File: src/nfc_pkg.sv
// package of constants for the field meter frequency counter time-base
package nfc_pkg;
	// reference clock and system clock
	localparam int CLK_HZ = 20000000;
	localparam int REF_HZ = 100000;
	localparam int REF_DIV = CLK_HZ / REF_HZ;
	// gate lengths in nanoseconds, as printed
	localparam longint GATE_PROTON_NS = 64'd939494640;
	localparam longint GATE_DEUT_NS = 64'd1530059900;
	localparam longint GATE_FREQ_NS = 64'd1000000000;
	localparam longint REF_PERIOD_NS = 64'd10000;
	// whole reference periods, rounded down; trim covers the rest
	localparam int GATE_PROTON_TICKS = int'(GATE_PROTON_NS / REF_PERIOD_NS);
	localparam int GATE_DEUT_TICKS = int'(GATE_DEUT_NS / REF_PERIOD_NS);
	localparam int GATE_FREQ_TICKS = int'(GATE_FREQ_NS / REF_PERIOD_NS);
	// trim range of about 80 ppm of a one-second gate, twice TRIM_PPM, in clk cycles
	localparam int TRIM_PPM = 40;
	localparam int TRIM_MAX_CYC = CLK_HZ / 1000000 * TRIM_PPM * 2;
	localparam int TRIM_W = $clog2(TRIM_MAX_CYC + 1);
	localparam int TICK_W = 18;
	localparam int DIGITS = 9;
	localparam int PRESCALE_PROTON = 4;
	// decade maximum
	localparam logic [3:0] DEC_MAX = 4'h9;
	localparam logic [3:0] DEC_ZERO = 4'h0;
	// mode selection codes
	typedef enum logic [1:0]
	{
		NFC_MODE_PROTON = 2'h0,
		NFC_MODE_DEUT = 2'h1,
		NFC_MODE_FREQ = 2'h2
	} nfc_mode_t;
	typedef enum logic [3:0]
	{
		NFC_ST_IDLE = 4'h1,
		NFC_ST_GATE = 4'h2,
		NFC_ST_TRIM = 4'h4,
		NFC_ST_XFER = 4'h8
	} nfc_state_t;
endpackage

File: src/nfc_timebase.sv
// frequency counter with gate time-base for the field meter
`timescale 1ns/10ps
module nfc_timebase
	import nfc_pkg::*;
#(
	parameter int STAGES = 8,
	parameter int PROTON_TICKS = GATE_PROTON_TICKS,
	parameter int DEUT_TICKS = GATE_DEUT_TICKS,
	parameter int FREQ_TICKS = GATE_FREQ_TICKS
)
(
	// clock and reset
	input wire logic clk,
	input wire logic rst_n,
	// oscillator pin, asynchronous
	input wire logic osc_in,
	// selections
	input wire logic probe_deut,
	input wire logic disp_freq,
	input wire logic [$clog2(STAGES+1)-1:0] range_sel,
	// trims in clk cycles
	input wire logic [TRIM_W-1:0] trim_proton,
	input wire logic [TRIM_W-1:0] trim_deut,
	input wire logic [TRIM_W-1:0] trim_freq,
	// results
	output logic gate_out,
	output logic xfer_stb,
	output logic cnt_clr,
	output logic disp_is_freq,
	output logic [4*DIGITS-1:0] disp_bcd
);
	if (PROTON_TICKS < 2 || DEUT_TICKS < 2 || FREQ_TICKS < 2)
	begin : g_short
		$error("nfc_timebase: gate too short");
	end
	if (PROTON_TICKS >= 2**TICK_W || DEUT_TICKS >= 2**TICK_W ||
		FREQ_TICKS >= 2**TICK_W)
	begin : g_long
		$error("nfc_timebase: gate too long for counter");
	end

	// increment of one bcd digit with carry
	function automatic logic [4:0] bcd_inc(input logic [3:0] d);
		if (d == DEC_MAX)
			return {1'b1, DEC_ZERO};
		return {1'b0, d + 4'h1};
	endfunction

	// two flops before any logic sees the pin
	logic osc_s1_reg, osc_s2_reg, osc_d_reg;
	always_ff @(posedge clk)
	begin
		if (!rst_n)
		begin
			osc_s1_reg <= 1'b0;
			osc_s2_reg <= 1'b0;
			osc_d_reg <= 1'b0;
		end
		else
		begin
			osc_s1_reg <= osc_in;
			osc_s2_reg <= osc_s1_reg;
			osc_d_reg <= osc_s2_reg;
		end
	end
	// limitation: oscillator must stay below a quarter of clk
	logic osc_en;
	assign osc_en = osc_s2_reg & ~osc_d_reg;

	logic tap_en;
	nfc_div_chain #(.STAGES(STAGES)) nfc_div_chain_i
	(
		.clk(clk),
		.rst_n(rst_n),
		.osc_en(osc_en),
		.range_sel(range_sel),
		.tap_en(tap_en)
	);

	// reference tick divider: 100 kHz enable
	logic [$clog2(REF_DIV)-1:0] ref_cnt_reg;
	logic ref_tick;
	assign ref_tick = (ref_cnt_reg == '0);
	always_ff @(posedge clk)
	begin
		if (!rst_n)
			ref_cnt_reg <= '0;
		else if (ref_tick)
			ref_cnt_reg <= ($clog2(REF_DIV))'(REF_DIV - 1);
		else
			ref_cnt_reg <= ref_cnt_reg - 1'b1;
	end

	nfc_state_t state_reg;
	nfc_mode_t mode_reg;
	logic [TICK_W-1:0] tick_reg;
	logic [TRIM_W-1:0] trim_reg;
	logic [1:0] pre_reg;
	logic [4*DIGITS-1:0] cnt_reg;

	// no start while the last result is moved or cleared: a count
	// landing in the clear cycle would be lost
	logic gate_start;
	assign gate_start = (state_reg == NFC_ST_IDLE) && ref_tick &&
		!xfer_stb && !cnt_clr;

	// mode is frozen for the whole gate
	always_ff @(posedge clk)
	begin
		if (!rst_n)
			mode_reg <= NFC_MODE_FREQ;
		else if (state_reg == NFC_ST_IDLE && !gate_start)
		begin
			if (disp_freq)
				mode_reg <= NFC_MODE_FREQ;
			else if (probe_deut)
				mode_reg <= NFC_MODE_DEUT;
			else
				mode_reg <= NFC_MODE_PROTON;
		end
	end

	// gate sequencer
	always_ff @(posedge clk)
	begin
		if (!rst_n)
		begin
			state_reg <= NFC_ST_IDLE;
			tick_reg <= '0;
			trim_reg <= '0;
		end
		else
		begin
			case (state_reg)
				NFC_ST_IDLE:
					// gate starts on a reference edge for a clean count
					if (gate_start)
					begin
						state_reg <= NFC_ST_GATE;
						case (mode_reg)
							NFC_MODE_PROTON:
								tick_reg <= TICK_W'(PROTON_TICKS - 1);
							NFC_MODE_DEUT:
								tick_reg <= TICK_W'(DEUT_TICKS - 1);
							default:
								tick_reg <= TICK_W'(FREQ_TICKS - 1);
						endcase
						case (mode_reg)
							NFC_MODE_PROTON:
								trim_reg <= trim_proton;
							NFC_MODE_DEUT:
								trim_reg <= trim_deut;
							default:
								trim_reg <= trim_freq;
						endcase
					end
				NFC_ST_GATE:
					if (ref_tick)
					begin
						if (tick_reg == '0)
							state_reg <= NFC_ST_TRIM;
						else
							tick_reg <= tick_reg - 1'b1;
					end
				NFC_ST_TRIM:
					if (trim_reg == '0)
						state_reg <= NFC_ST_XFER;
					else
						trim_reg <= trim_reg - 1'b1;
				NFC_ST_XFER:
					state_reg <= NFC_ST_IDLE;
				default:
					state_reg <= NFC_ST_IDLE;
			endcase
		end
	end

	logic gate_open;
	assign gate_open = (state_reg == NFC_ST_GATE) ||
		(state_reg == NFC_ST_TRIM);

	// prescaler and decade chain
	logic pre_wrap;
	assign pre_wrap = (pre_reg == 2'(PRESCALE_PROTON - 1));
	logic count_en;
	always_comb
	begin
		if (mode_reg == NFC_MODE_PROTON)
			count_en = gate_open & tap_en & pre_wrap;
		else
			count_en = gate_open & tap_en;
	end

	always_ff @(posedge clk)
	begin
		if (!rst_n || state_reg == NFC_ST_IDLE)
			pre_reg <= '0;
		else if (gate_open && tap_en)
			pre_reg <= pre_reg + 2'h1;
	end

	always_ff @(posedge clk)
	begin
		logic c;
		logic [4:0] r;
		c = count_en;
		r = '0;
		if (!rst_n || cnt_clr)
			cnt_reg <= '0;
		else
			for (int i = 0; i < DIGITS; i++)
				if (c)
				begin
					r = bcd_inc(cnt_reg[4*i +: 4]);
					cnt_reg[4*i +: 4] <= r[3:0];
					c = r[4];
				end
	end

	// outputs, all registered
	always_ff @(posedge clk)
	begin
		if (!rst_n)
		begin
			gate_out <= 1'b0;
			xfer_stb <= 1'b0;
			cnt_clr <= 1'b1;
			disp_bcd <= '0;
			disp_is_freq <= 1'b1;
		end
		else
		begin
			gate_out <= gate_open;
			xfer_stb <= (state_reg == NFC_ST_XFER);
			// clear follows transfer, before the next gate opens
			cnt_clr <= xfer_stb;
			if (state_reg == NFC_ST_XFER)
			begin
				disp_bcd <= cnt_reg;
				disp_is_freq <= (mode_reg == NFC_MODE_FREQ);
			end
		end
	end
endmodule

File: src/nfc_div_chain.sv
// divide-by-two range chain with tap selection
`timescale 1ns/10ps
module nfc_div_chain
	import nfc_pkg::*;
#(
	parameter int STAGES = 8
)
(
	// clock and reset
	input wire logic clk,
	input wire logic rst_n,
	// synchronised oscillator edge enable
	input wire logic osc_en,
	// range select and tap output
	input wire logic [$clog2(STAGES+1)-1:0] range_sel,
	output logic tap_en
);
	// refused at elaboration, the tap select cannot address more
	if (STAGES < 1 || STAGES > 30)
	begin : g_bad_stages
		$error("nfc_div_chain: STAGES out of range");
	end

	logic [STAGES-1:0] div_reg;
	logic [STAGES:0] carry;

	// ripple enables model each stage as a toggle flip-flop
	always_comb
	begin
		carry[0] = osc_en;
		for (int i = 0; i < STAGES; i++)
			carry[i+1] = carry[i] & div_reg[i];
	end

	always_ff @(posedge clk)
	begin
		if (!rst_n)
			div_reg <= '0;
		else
			div_reg <= div_reg ^ carry[STAGES-1:0];
	end

	// one pulse per period of the selected tap
	always_ff @(posedge clk)
	begin
		if (!rst_n)
			tap_en <= 1'b0;
		else if (range_sel > STAGES[$clog2(STAGES+1)-1:0])
			tap_en <= 1'b0;
		else
			tap_en <= carry[range_sel];
	end
endmodule

File: config.mk
export PLATFORM = sky130hd
export DESIGN_NAME = nfc_timebase
export DESIGN_NICKNAME = d
export VERILOG_FILES = /design/src/nfc_pkg.sv /design/src/nfc_timebase.sv /design/src/nfc_div_chain.sv
export SDC_FILE = /design/constraint.sdc
export NUM_CORES = 1
export LEC_CHECK = 0
export BUFFER_PORTS_ARGS = -buffer_cell sky130_fd_sc_hd__buf_2
export CORE_AREA = 2 2 136 85
export CTS_BUF_LIST = sky130_fd_sc_hd__clkbuf_16
export CTS_CLUSTER_SIZE = 12
export DETAILED_ROUTE_END_ITERATION = 10
export DIE_AREA = 0 0 138 87
export PLACE_DENSITY = 0.84
export SLEW_MARGIN = 20
export SYNTH_ARGS = -nofsm -noshare
export SYNTH_HDL_FRONTEND = slang
export SYNTH_HIERARCHICAL = 1
export SYNTH_SLANG_ARGS = --single-unit
export TNS_END_PERCENT = 5
File: constraint.sdc
create_clock -name clk -period 4.46 [get_ports clk]
set_clock_uncertainty 0.1 [all_clocks]
set_input_delay 0.446 -clock clk [delete_from_list [all_inputs] [get_ports clk]]
set_output_delay 0.446 -clock clk [all_outputs]
set_load 0.02 [all_outputs]
==> metrics <==
status=finished, final reports clean; f_max=about 340 MHz; most frequent cell after synthesis=dfxtp_1; post-CTS setup buffers=0; initial antenna violation count=0; Slew Viols, Final=0; Overall Global Routing Usage=27.9%; dominant synthesized flop cell=dfxtp_1; CP Class=reg -> reg; root buf cell=clkbuf_16; post-synth top area share=40.4%; Worst Setup End Kind=register; core area=between 0.01 and 0.015 mm²; Syn Inst Count=792; EDFF count, synth=0; number of global-route vias before repair=5742; CTS H-tree depth=4; leakage=2.91 nW; largest net degree at the start of global routing=43; Util after Layout=69.6%; Skew-Pair Late Insertion Delay=420 ps; Peak VDD IR=roughly 390 µV; WHS=143 ps; Slowest cell on crit path=dfxtp_1; finished layout cell area=0.00757 mm²; Netlist cell types=72; Fillers=845; first-pass GRT wire length=27300 µm; slew margin rel.=between 40% and 50%; largest cells by area after synthesis=dfxtp_1 (40%), a21oi_1 (7.0%), nand2_1 (6.7%); # placed instances=976; largest delay contributor family on the critical path=simple AND/OR/NAND/NOR gates; CP max stage delay=870 ps; Detailed Route WL=16500 µm; RR Endpoint=cnt_reg[24]; Yosys warning count=6; Power Density=510 mW/mm²; Die Area=0.0120 mm²; drt first pass iters=4; WP data arrival=3160 ps; Critical Path, Cell by Cell=or3_1 -> and4_1 -> nand4_1 -> or3_1 -> a21oi_1; commonest cells in the netlist=dfxtp_1 (133), nand2_1 (118), a21oi_1 (92); RSZ-0062 raised after global routing=no; Starting Density=60.6%; Fin. Hold Viols=0; Via Count=6167; PortBufs=slightly above 80; chip height=87 µm; Layout area overhead=14.9%; fin cells=a little over 1000; WL per Instance=16.4 µm; CTS Buf Count=17; Worst Setup Slack, final=approximately 1600 ps; total area of sequential cells=0.00266 mm²; DRC violations left=0; Worst EP required=around 4700 ps; Syn Nets=847; Die W=138 µm; max_cap viols=0; multi-input logic area=0.00365 mm²; gpl congestion=0.865; setup TNS=0 ps; Final Critical Period=just under 3000 ps; cells on worst reg2reg path=5; actual slew at the worst max-slew pin=about 870 ps; ANT cells=0; Setup crit start=mode_reg[1]; Seq cells post-synth=133; Post-DP Area=about 0.007 mm²; Post-Syn Area per Cell=8.32 µm²; Post-Syn Area=approximately 0.0066 mm²; placement row count=30; Seq/Total Area, Yosys=40.4%; largest area contributor in the netlist=dfxtp_1; CTS tree=yes; crit path buf inv count=0; min-delay src=osc_in; CTS Sinks=133; I/O pins=82; Most common cell on crit path=or3_1; R2R Setup Slk=1550 ps; Hold Path Class=in -> reg; DR vias/cell=6.12; antenna-violating nets left=0; reg-to-reg startpoint=mode_reg[1]; Reg clk slew, reported paths=60 ps; layout cells sized above 1=17.7%; Finish-stage setup viols=0; crit path max fanout=27; Hold Crit Depth=2; Initial DRC Count=a little over 500; hold-fix buffers at CTS=0; grt ovf=0; Worst Hold End=osc_s1_reg; CTS max path bufs=2; Post-CTS Resized=0; crit path launch type=register; Nets=906; Setup WS pre-CTS=1630 ps; Post-synth ARST share=0%; crit share post-route=65.1%; Detail Placement HPWL=11100 µm; Power, Total=3.86 mW
==> power by group <==
part | internal (mW) | switching (mW)
Combinational | 0.392 | 0.701
Sequential | 1.30 | 0.162
Clock | 0.803 | 0.505
Total | 2.49 | 1.37
==> final cells by class <==
cell class | count | area share [%]
multi-input combinational | 590 | 48.2
sequential | 133 | 35.2
timing repair buffer | 88 | 6.05
clock buffer | 17 | 5.62
tap | 144 | 2.38
clock inverter | 14 | 1.60
inverter | 21 | 1.04
==> placed cells by master, fill, tap and decap left out, drive strengths merged, types with 12 or more instances in the layout <==
master,n
dfxtp,133
nand2,120
a21oi,93
buf,88
nor2,58
o21ai,37
nand3,25
inv,22
mux2i,21
a31oi,18
clkbuf,17
and2,16
nor2b,15
nor3,15
ha,13
nand4,13
o31ai,12
==> worst register-to-register path, stage by stage, from the launching register on <==
cell	delay, ps
dfxtp_1	870
or3_1	300
and4_1	580
nand4_1	410
or3_1	440
a21oi_1	140
==> kinds of logic (layout without fill, tap and decap cells) <==
group	after synthesis	in the layout	share of synthesized area, %
muxes	27	27	4.44
buffers and inverters	69	140	4.44
and+or+nand+nor	331	331	27.0
xor gates and xnor gates	17	17	2.37
adders and majority gates	13	13	2.47
DFF	133	133	40.4
AOI/OAI and AO/OA	202	202	18.9
==> worst max path at each step <==
stage | end | slack [ps] | cells after the start
finish | cnt_reg[24] | 1550 | 5
detailed placement | cnt_reg[24] | 1630 | 5
global route | cnt_reg[22] | 1350 | 5
global placement | cnt_reg[24] | 1780 | 5
floorplan | nfc_div_chain_i/tap_en | 1900 | 11
CTS | cnt_reg[22] | 1610 | 5
==> metal layers <==
metal  up-vias  share of wire, %  track usage (%)
li1       2967                 -                -
met1      2881                44             36.5
met2       284                46             45.4
met3        35               7.7             6.38
met4         0               1.9             11.8
met5         -                 0                0
(Power assumes the default switching activity.)
